[src/core/acd_pkg.sv]
// acd_pkg: shared constants of the command decoder pair
// assumes 16-bit words, bit labels octal, decimal indices here
package acd_pkg;
	localparam int W = 16;
	// ----------------------------------------
	// command word bit indices
	// ----------------------------------------
	localparam int CB_BFULL_CLR = 3;
	localparam int CB_HS_CLR    = 7;
	localparam int CB_DIAG      = 10;
	localparam int CB_PORT_DIS  = 11;
	localparam int CB_INCOMP    = 12;
	localparam int CB_RD_ACK    = 13;
	localparam int CB_WR_AVAIL  = 14;
	localparam int CB_INIT      = 15;
	localparam logic [15:0] CMD_RSVD_MASK = 16'h0377;
	// ----------------------------------------
	// status flag word bit indices
	// ----------------------------------------
	localparam int SB_BFULL  = 3;
	localparam int SB_PWRUP  = 7;
	localparam int SB_FAULT  = 10;
	localparam int SB_RD_AV  = 13;
	localparam int SB_WR_ACK = 14;
	// ----------------------------------------
	// init format word fields
	// ----------------------------------------
	localparam int IF_CNT_LO  = 0;
	localparam int IF_MODE_LO = 2;
	localparam int IF_XMIT_LO = 5;
	localparam int IF_BAUD_LO = 8;
	localparam int IF_PAR_EVN = 12;
	localparam int IF_PAR_EN  = 13;
	localparam logic [2:0] MODE_DATA   = 3'h0;
	localparam logic [2:0] MODE_REPORT = 3'h1;
	localparam logic [2:0] XM_FD_ECHO  = 3'h0;
	localparam logic [2:0] XM_FD_NOECH = 3'h1;
	localparam logic [2:0] XM_SX_READ  = 3'h2;
	localparam logic [2:0] XM_SX_WRITE = 3'h3;
	localparam logic [2:0] XM_HD_ECHO  = 3'h4;
	localparam logic [2:0] XM_HD_NOECH = 3'h5;
	localparam logic [2:0] BAUD_DEF    = 3'h0;
	// ----------------------------------------
	// strings and timing
	// ----------------------------------------
	localparam logic [9:0] LEN_MAX_DATA = 10'd62;
	localparam logic [9:0] LEN_MAX_RPT  = 10'd999;
	localparam logic [7:0] CHR_EOS      = 8'h0d;
	localparam int DIAG_CYCLES = 64;
	// ----------------------------------------
	// host register map, word indices
	// ----------------------------------------
	localparam logic [2:0] HR_CMD    = 3'h0;
	localparam logic [2:0] HR_INIT   = 3'h1;
	localparam logic [2:0] HR_DATA   = 3'h2;
	localparam logic [2:0] HR_SEND   = 3'h3;
	localparam logic [2:0] HR_STATUS = 3'h4;
	localparam logic [2:0] HR_RX     = 3'h5;
	localparam logic [2:0] HR_HSTAT  = 3'h6;
endpackage

[src/core/acd_link_if.sv]
// acd_link_if: block-transfer link between controller and module
// assumes both ends on one clock; words move one per cycle
`timescale 1ns/10ps
interface acd_link_if;
	logic        bt_valid;
	logic        bt_start;
	logic [15:0] bt_word;
	logic [15:0] status_flag_word;
	logic [15:0] status_count_word;
	logic [7:0]  rd_char;
	modport device (input bt_valid, bt_start, bt_word,
		output status_flag_word, status_count_word, rd_char);
	modport ctrl (output bt_valid, bt_start, bt_word,
		input status_flag_word, status_count_word, rd_char);
endinterface

[src/core/acd_device.sv]
// acd_device: module end, decodes command and init words
// assumes link from acd_link_if, serial side already in bytes
// Contract
// - leading two block words are commands
// - reserved command bits and word two zero
// - bit 03 clears buffer-full flag
// - bit 07 clears power-up, read, write flags
// - bit 12 runs self-test, then defaults
// - bit 13 keeps serial port disabled
// - bit 14 sends incomplete string next
// - controller acks read by matching bit 15
// - controller toggles bit 16 to send data
// - bit 17 means init words follow
// - without init, data mode and defaults
// - init bits 00-01 give word count
// - init bits 02-04 give operating mode
// - invalid mode codes fault, disable port
// - init bits 05-07 give transmission mode
// - echo modes return received characters
// - simplex pairs with one-way buffer split
// - init bits 10-12 give serial rate
// - strings 1-62 data, 1-999 report
// - bit 14 parity sense when enabled
// - after ack, present new status by toggle
// - bit 16 mismatch moves data, toggles ack
`timescale 1ns/10ps
module acd_device #(
	parameter int DIAG_N = acd_pkg::DIAG_CYCLES
) (
	// clock and reset
	input  wire logic        clock,
	input  wire logic        rst,
	// controller link
	acd_link_if.device       link,
	// serial receive side
	input  wire logic        rx_valid,
	input  wire logic [7:0]  rx_char,
	// serial transmit side
	output logic             tx_valid,
	output logic [7:0]       tx_char,
	output logic             echo_valid,
	output logic [7:0]       echo_char,
	// configuration seen by the serial engine
	output logic             port_en,
	output logic             rx_en,
	output logic             tx_en,
	output logic             half_duplex,
	output logic             report_mode,
	output logic [13:0]      baud_rate,
	output logic             parity_en,
	output logic             parity_even,
	output logic             diag_busy
);
	// ----------------------------------------
	// types and state
	// ----------------------------------------
	typedef enum logic [2:0] {
		S_IDLE = 3'b000,
		S_CW2  = 3'b001,
		S_IW1  = 3'b010,
		S_SKIP = 3'b011,
		S_DATA = 3'b100,
		S_DIAG = 3'b101
	} acd_dst_t;

	typedef struct packed {
		acd_dst_t    st;
		logic        init;
		logic [1:0]  skip;
		logic [15:0] dcnt;
		logic        cw15;
		logic        cw16;
		logic        sw15;
		logic        sw16;
		logic        bfull;
		logic        pwrup;
		logic        fault;
		logic        pdis;
		logic        incomp;
		logic [2:0]  mode;
		logic [2:0]  xmit;
		logic [2:0]  baud;
		logic        par_en;
		logic        par_evn;
		logic [9:0]  len;
		logic        done;
		logic [7:0]  last;
		logic [15:0] cnt_word;
		logic [7:0]  rdc;
		logic        txv;
		logic [7:0]  txc;
		logic        ecv;
		logic [7:0]  ecc;
	} acd_dstate_t;

	acd_dstate_t s_reg;
	acd_dstate_t s_next;

	// ----------------------------------------
	// decode helpers
	// ----------------------------------------
	function automatic logic [13:0] baud_of(input logic [2:0] c);
		unique case (c)
			3'h0: baud_of = 14'd300;
			3'h1: baud_of = 14'd600;
			3'h2: baud_of = 14'd1200;
			3'h3: baud_of = 14'd2400;
			3'h4: baud_of = 14'd4800;
			3'h5: baud_of = 14'd9600;
			default: baud_of = 14'd110;
		endcase
	endfunction

	function automatic logic echo_of(input logic [2:0] x);
		echo_of = (x == acd_pkg::XM_FD_ECHO) ||
			(x == acd_pkg::XM_HD_ECHO);
	endfunction

	logic [15:0] w;
	logic        on;
	logic [9:0]  lmax;
	logic [2:0]  fmode;
	logic [2:0]  fxmit;
	assign w     = link.bt_word;
	assign on    = !s_reg.pdis && !s_reg.fault && s_reg.st != S_DIAG;
	assign lmax  = (s_reg.mode == acd_pkg::MODE_REPORT) ?
		acd_pkg::LEN_MAX_RPT : acd_pkg::LEN_MAX_DATA;
	assign fmode = w[acd_pkg::IF_MODE_LO +: 3];
	assign fxmit = w[acd_pkg::IF_XMIT_LO +: 3];

	// ----------------------------------------
	// next state
	// ----------------------------------------
	always_comb begin
		s_next = s_reg;
		s_next.txv = 1'b0;
		s_next.ecv = 1'b0;
		// write side: word sequence of a block
		if (s_reg.st == S_DIAG) begin
			s_next.dcnt = s_reg.dcnt + 16'd1;
			if (s_reg.dcnt == 16'(DIAG_N - 1)) begin
				// self-test over, back to power-up defaults
				s_next.st      = S_IDLE;
				s_next.mode    = acd_pkg::MODE_DATA;
				s_next.xmit    = acd_pkg::XM_FD_ECHO;
				s_next.baud    = acd_pkg::BAUD_DEF;
				s_next.par_en  = 1'b0;
				s_next.par_evn = 1'b0;
				s_next.fault   = 1'b0;
				s_next.pdis    = 1'b0;
				s_next.pwrup   = 1'b1;
				s_next.len     = 10'd0;
				s_next.done    = 1'b0;
			end
		end else if (link.bt_valid && link.bt_start) begin
			// first word is the command word, except while the self-test runs
			s_next.cw15 = w[acd_pkg::CB_RD_ACK];
			s_next.cw16 = w[acd_pkg::CB_WR_AVAIL];
			s_next.pdis = w[acd_pkg::CB_PORT_DIS];
			s_next.init = w[acd_pkg::CB_INIT];
			if (w[acd_pkg::CB_INCOMP])
				s_next.incomp = 1'b1;
			if (w[acd_pkg::CB_BFULL_CLR])
				s_next.bfull = 1'b0;
			if (w[acd_pkg::CB_HS_CLR]) begin
				s_next.pwrup = 1'b0;
				s_next.sw15  = 1'b0;
				s_next.sw16  = 1'b0;
			end
			if (w[acd_pkg::CB_DIAG]) begin
				s_next.st   = S_DIAG;
				s_next.dcnt = 16'd0;
			end else begin
				s_next.st = S_CW2;
			end
		end else if (link.bt_valid) begin
			unique case (s_reg.st)
				S_IDLE: begin
				end
				S_CW2: begin
					// reserved word, content ignored
					s_next.st = s_reg.init ? S_IW1 : S_DATA;
				end
				S_IW1: begin
					s_next.skip = w[acd_pkg::IF_CNT_LO +: 2];
					s_next.st   = (w[acd_pkg::IF_CNT_LO +: 2] == 2'd0) ?
						S_DATA : S_SKIP;
					if (fmode > acd_pkg::MODE_REPORT ||
						fxmit > acd_pkg::XM_HD_NOECH) begin
						s_next.fault = 1'b1;
					end else begin
						s_next.fault   = 1'b0;
						s_next.mode    = fmode;
						s_next.xmit    = fxmit;
						s_next.baud    = w[acd_pkg::IF_BAUD_LO +: 3];
						s_next.par_en  = w[acd_pkg::IF_PAR_EN];
						s_next.par_evn = w[acd_pkg::IF_PAR_EVN];
						s_next.len     = 10'd0;
						s_next.done    = 1'b0;
					end
				end
				S_SKIP: begin
					// later init words carry features not held here
					s_next.skip = s_reg.skip - 2'd1;
					if (s_reg.skip == 2'd1)
						s_next.st = S_DATA;
				end
				S_DATA: begin
					// one word moves per toggle, the rest are ignored
					if (s_reg.cw16 != s_reg.sw16) begin
						s_next.txv  = on && tx_en;
						s_next.txc  = w[7:0];
						s_next.sw16 = ~s_reg.sw16;
					end
				end
				default: s_next.st = S_IDLE;
			endcase
		end
		// read side: gather a string
		if (rx_valid && on && rx_en) begin
			if (echo_of(s_reg.xmit)) begin
				s_next.ecv = 1'b1;
				s_next.ecc = rx_char;
			end
			if (s_reg.done || s_reg.len == lmax) begin
				s_next.bfull = 1'b1; // set beats clear
			end else begin
				s_next.len  = s_reg.len + 10'd1;
				s_next.last = rx_char;
				if (rx_char == acd_pkg::CHR_EOS ||
					s_reg.len + 10'd1 == lmax)
					s_next.done = 1'b1;
			end
		end
		// present new data once the last one was acknowledged
		if (s_reg.st != S_DIAG && s_reg.sw15 == s_reg.cw15 &&
			(s_reg.done || s_reg.incomp) && s_reg.len != 10'd0 &&
			!(link.bt_valid && link.bt_start)) begin
			s_next.sw15     = ~s_reg.sw15;
			s_next.cnt_word = {6'd0, s_reg.len};
			s_next.rdc      = s_reg.last;
			s_next.len      = 10'd0;
			s_next.done     = 1'b0;
			s_next.incomp   = 1'b0;
		end
	end

	// ----------------------------------------
	// state register
	// ----------------------------------------
	always_ff @(posedge clock) begin
		if (rst) begin
			s_reg       <= '0;
			s_reg.st    <= S_IDLE;
			s_reg.pwrup <= 1'b1;
		end else begin
			s_reg <= s_next;
		end
	end

	// ----------------------------------------
	// outputs
	// ----------------------------------------
	always_comb begin
		link.status_flag_word = '0;
		link.status_flag_word[acd_pkg::SB_BFULL]  = s_reg.bfull;
		link.status_flag_word[acd_pkg::SB_PWRUP]  = s_reg.pwrup;
		link.status_flag_word[acd_pkg::SB_FAULT]  = s_reg.fault;
		link.status_flag_word[acd_pkg::SB_RD_AV]  = s_reg.sw15;
		link.status_flag_word[acd_pkg::SB_WR_ACK] = s_reg.sw16;
	end
	assign link.status_count_word = s_reg.cnt_word;
	assign link.rd_char           = s_reg.rdc;
	assign tx_valid    = s_reg.txv;
	assign tx_char     = s_reg.txc;
	assign echo_valid  = s_reg.ecv;
	assign echo_char   = s_reg.ecc;
	assign port_en     = on;
	assign rx_en       = s_reg.xmit != acd_pkg::XM_SX_WRITE;
	assign tx_en       = s_reg.xmit != acd_pkg::XM_SX_READ;
	assign half_duplex = s_reg.xmit[2];
	assign report_mode = s_reg.mode == acd_pkg::MODE_REPORT;
	assign baud_rate   = baud_of(s_reg.baud);
	assign parity_en   = s_reg.par_en;
	assign parity_even = s_reg.par_en && s_reg.par_evn;
	assign diag_busy   = s_reg.st == S_DIAG;
endmodule

[src/flat_wrapper.sv]
// flat-port wrapper written by rule: the top's interface ports become plain ports
module acd_device_flat 
#(
	parameter int DIAG_N = acd_pkg::DIAG_CYCLES
)
  (clock, rst, rx_valid, rx_char, tx_valid, tx_char, echo_valid, echo_char, port_en, rx_en, tx_en, half_duplex, report_mode, baud_rate, parity_en, parity_even, diag_busy, link_bt_valid, link_bt_start, link_bt_word, link_status_flag_word, link_status_count_word, link_rd_char);
  acd_link_if link_i ();
  input  wire logic clock;
  input  wire logic rst;
  input  wire logic rx_valid;
  input  wire logic [7:0] rx_char;
  output logic tx_valid;
  output logic [7:0] tx_char;
  output logic echo_valid;
  output logic [7:0] echo_char;
  output logic port_en;
  output logic rx_en;
  output logic tx_en;
  output logic half_duplex;
  output logic report_mode;
  output logic [13:0] baud_rate;
  output logic parity_en;
  output logic parity_even;
  output logic diag_busy;
  input wire logic [$bits(link_i.bt_valid)-1:0] link_bt_valid;
  input wire logic [$bits(link_i.bt_start)-1:0] link_bt_start;
  input wire logic [$bits(link_i.bt_word)-1:0] link_bt_word;
  output wire logic [$bits(link_i.status_flag_word)-1:0] link_status_flag_word;
  output wire logic [$bits(link_i.status_count_word)-1:0] link_status_count_word;
  output wire logic [$bits(link_i.rd_char)-1:0] link_rd_char;
  assign link_i.bt_valid = link_bt_valid;
  assign link_i.bt_start = link_bt_start;
  assign link_i.bt_word = link_bt_word;
  assign link_status_flag_word = link_i.status_flag_word;
  assign link_status_count_word = link_i.status_count_word;
  assign link_rd_char = link_i.rd_char;
  acd_device #(.DIAG_N(DIAG_N)) u_core (.clock(clock), .rst(rst), .link(link_i), .rx_valid(rx_valid), .rx_char(rx_char), .tx_valid(tx_valid), .tx_char(tx_char), .echo_valid(echo_valid), .echo_char(echo_char), .port_en(port_en), .rx_en(rx_en), .tx_en(tx_en), .half_duplex(half_duplex), .report_mode(report_mode), .baud_rate(baud_rate), .parity_en(parity_en), .parity_even(parity_even), .diag_busy(diag_busy));
endmodule
[config.mk]
export PLATFORM = sky130hd
export DESIGN_NAME = acd_device_flat
export DESIGN_NICKNAME = d
export VERILOG_FILES = /design/src/core/acd_pkg.sv /design/src/core/acd_link_if.sv /design/src/core/acd_device.sv /design/src/flat_wrapper.sv
export SDC_FILE = /design/constraint.sdc
export NUM_CORES = 1
export LEC_CHECK = 0
export ABC_AREA = 1
export BUFFER_PORTS_ARGS = -buffer_cell sky130_fd_sc_hd__buf_2
export CORE_MARGIN = 3
export CORE_UTILIZATION = 50
export DETAILED_ROUTE_END_ITERATION = 8
export PLACE_DENSITY = 0.74
export SKIP_CTS_REPAIR_TIMING = 1
export SLEW_MARGIN = 20
export SYNTH_ARGS = -nofsm -noshare
export SYNTH_HDL_FRONTEND = slang
export SYNTH_SLANG_ARGS = --single-unit
[constraint.sdc]
create_clock -name clock -period 4.9 [get_ports clock]
set_input_delay 0.245 -clock clock [delete_from_list [all_inputs] [get_ports clock]]
set_output_delay 0.245 -clock clock [all_outputs]
set_load 0.01 [all_outputs]
==> key figures <==
Floorplanning
  • Die Height: 107 um
  • Rows: 36
  • Num ports: 109
  • Die Area: 11500 sq um
  • Chip Width: 107 um
  • Initial Util: 0.521
  • CORE AREA: 9860 sq um

Setup path
  • WP buf/inv: 3
  • Crit-path cells: inv_1 -> nand2_1 -> nor2_1 -> inv_1 -> nand3_1 -> nor2_1 -> o21ai_0 -> nand2_1 -> buf_2
  • Reg2reg start: u_core.s_reg[101]
  • Worst R2R Setup Slack: 2.98 ns
  • R2R depth: 8
  • CP Launch Type: flip-flop
  • Delay-heaviest family, CP: simple AND/OR/NAND/NOR gates
  • Kind of critical path: reg2out
  • Delay of the slowest cell on the worst path: 0.40 ns
  • Req. time, crit path: 4.66 ns
  • CP max stage cell: dfxtp_1
  • Crit-path max FO: 5
  • Critical Path End Type: primary output
  • Reg-to-reg critical path endpoint: u_core.link.rd_char[6]
  • CP arrival: 1.70 ns

Logic synthesis
  • Synth area leaders: dfxtp_1, nand2_1, buf_4
  • Synthesis Warnings: 0
  • Dominant cell type by area after synthesis: dfxtp_1
  • Yosys top cell area share: 0.378
  • Cell variety after synth: 46
  • Syn Inst Count: 724
  • Part of the Yosys area used for sequential elements: 0.378
  • #FFs+latches synth: 97
  • Post-synth EDFFs: 0
  • Post-Syn Area per Cell: 7.09 sq um
  • Synthesized area: 5130 sq um
  • Post-synth ARST share: 0
  • Primary FF master, synth: dfxtp_1

Clock network
  • CTS tree: done
  • Worst-Skew Late Latency: 0.37 ns
  • Cts bufs inserted: 9
  • H-tree lvl count: 3
  • Clock sinks: 97
  • Clk slew on worst S/H paths: 0.09 ns
  • CTS Buffer Depth: 2
  • Root Driver: clkbuf_8

Status
  • Status: completed

STA
  • Setup TNS Final: 0 ns
  • Rel. slew slack: 0.440
  • Worst-Margin Slew: 0.832 ns
  • Setup Viol. Count Final: 0
  • Period utilization: 0.398
  • Final Hold Vio Count: 0
  • Final slew viol count: 0
  • Crit path time final: 1.95 ns
  • Fmax: 513 MHz
  • RSZ-0062 raised after global routing: no
  • Final Skew: 0.0106 ns

Routing
  • DR vias/cell: 5.20
  • DRT antenna net count: 0
  • Total iterations of the first detailed-routing run: 5
  • # DRC: 0
  • Mean routed wirelength per cell: 13.6 um
  • DRT iter0 DRCs: 244
  • Total wire length: 12.3 mm
  • DR vias: 4688

Global route
  • Initial antenna violation count: 0
  • Vias in the first global route: 4429
  • GR Overflow Total: 0
  • First-pass GRT wire length: 20.3 mm
  • Largest net degree at the start of global routing: 53
  • All-Layer GR Usage: 0.214

Worst hold path
  • Hold Crit Start: link_bt_word[14]
  • Worst Hold Class: in2reg
  • WHS Endpoint: u_core.s_reg[79]
  • WHS Path Cells: 3

Flow run
  • MaxCap Viol Count: 0

Final layout
  • Commonest non-fill, non-tap cell in the layout: nand2_1
  • Fillers: 961
  • Share of cells above drive strength 1: 0.186
  • Multi-input logic area: 2320 sq um
  • Fin nets: 796
  • Max FFs per register: 54
  • Area occupied by registers: 1940 sq um
  • Commonest non-fill, non-tap cells in the layout: nand2_1, dfxtp_1, buf_2
  • ANT cells: 0
  • Final core occ: 0.552
  • Synth-to-Final Area Change: 5.97%

Pwr
  • Leak: 2.53 nW
  • PD cells: 285 nW/um^2
  • Peak supply drop: 0.000182 V

Placement
  • GPL Wtd Cong: 0.993
  • I/O Buffers: 90
  • HPWL after DPL: 8.92 mm
-- per-layer routing --
layer / global-route usage / vias up / routed length [um]
li1: - / 2338 / -
met1: 0.262 / 2205 / 5250
met2: 0.381 / 130 / 6250
met3: 0.0438 / 15 / 613
met4: 0.0568 / 0 / 154
met5: 0 / - / 0
-- layout make-up --
type,count,area share
multi-input combinational,470,0.426
inverter,94,0.0651
sequential,97,0.357
tap,133,0.0306
clock inverter,6,0.0124
clock buffer,10,0.0253
timing repair buffer,91,0.0842
-- per-stage QoR --
step,worst slack [ns],instances,hold slack (ns),power [W],instance area [sq um]
after floorplan,3.33,741,0.323,0.00101,5200
after global placement,3.11,885,0.433,0.00103,5240
after detailed placement,2.99,885,0.437,0.00103,5240
after CTS,2.98,901,0.122,0.00156,5440
after global routing,2.70,901,0.135,0.00162,5440
final,2.95,901,0.132,0.00155,5440
-- worst register-to-register path, delay by kind of cell (launching register included) --
kind            cells  cell delay [ns]
buf+inv             3             0.62
simple gates        3             0.54
flops               1             0.38
compound gates      2             0.32
-- Yosys cell counts, types with 2 or more instances --
master	number
o22ai_1	2
dfxtp_1	97
inv_2	6
nand2_2	5
nor2_4	2
nand3_4	3
o21ai_1	11
o21ai_0	63
buf_6	7
nor2_2	3
nand2_1	135
a31oi_1	3
nand3_1	28
nor4_1	2
a221oi_1	2
inv_1	86
clkbuf_1	8
buf_2	4
nand4_1	12
nor3_1	7
ha_1	4
buf_4	61
a21oi_1	70
nor3_2	2
nor2_1	74
nand3_2	7
-- how the worst max path moves through the flow --
stage                     depth (start not counted)               from                endpoint  slack, ns
final                                             9   u_core.s_reg[64]            baud_rate[2]       2.95
after global routing                              8  u_core.s_reg[101]  u_core.link.rd_char[5]       2.70
after CTS                                         9   u_core.s_reg[81]        u_core.s_reg[56]       2.98
after detailed placement                          9   u_core.s_reg[81]        u_core.s_reg[56]       2.99
after global placement                            9   u_core.s_reg[81]        u_core.s_reg[56]       3.11
after floorplan                                  10   u_core.s_reg[81]        u_core.s_reg[56]       3.33
-- logic make-up after synthesis --
| group | Yosys count | share of synthesized area |
|---|---|---|
| flip-flops | 97 | 0.378 |
| AND/OR/NAND/NOR | 287 | 0.260 |
| XOR/XNOR | 2 | 0.00341 |
| other | 1 | 0.000730 |
| buffers and inverters | 174 | 0.183 |
| adder cells (fa/ha/maj) | 4 | 0.00975 |
| AO/OA/AOI/OAI | 159 | 0.164 |
-- power breakdown --
| part | switching [W] | internal [W] | total [W] |
|---|---|---|---|
| clock | 0.000285 | 0.000251 | 0.000536 |
| sequential | 0.0000215 | 0.000819 | 0.000840 |
| combinational | 0.000118 | 0.0000595 | 0.000177 |
| total | 0.000424 | 0.00113 | 0.00155 |
No activity file was read; power rests on OpenSTA's default activity.
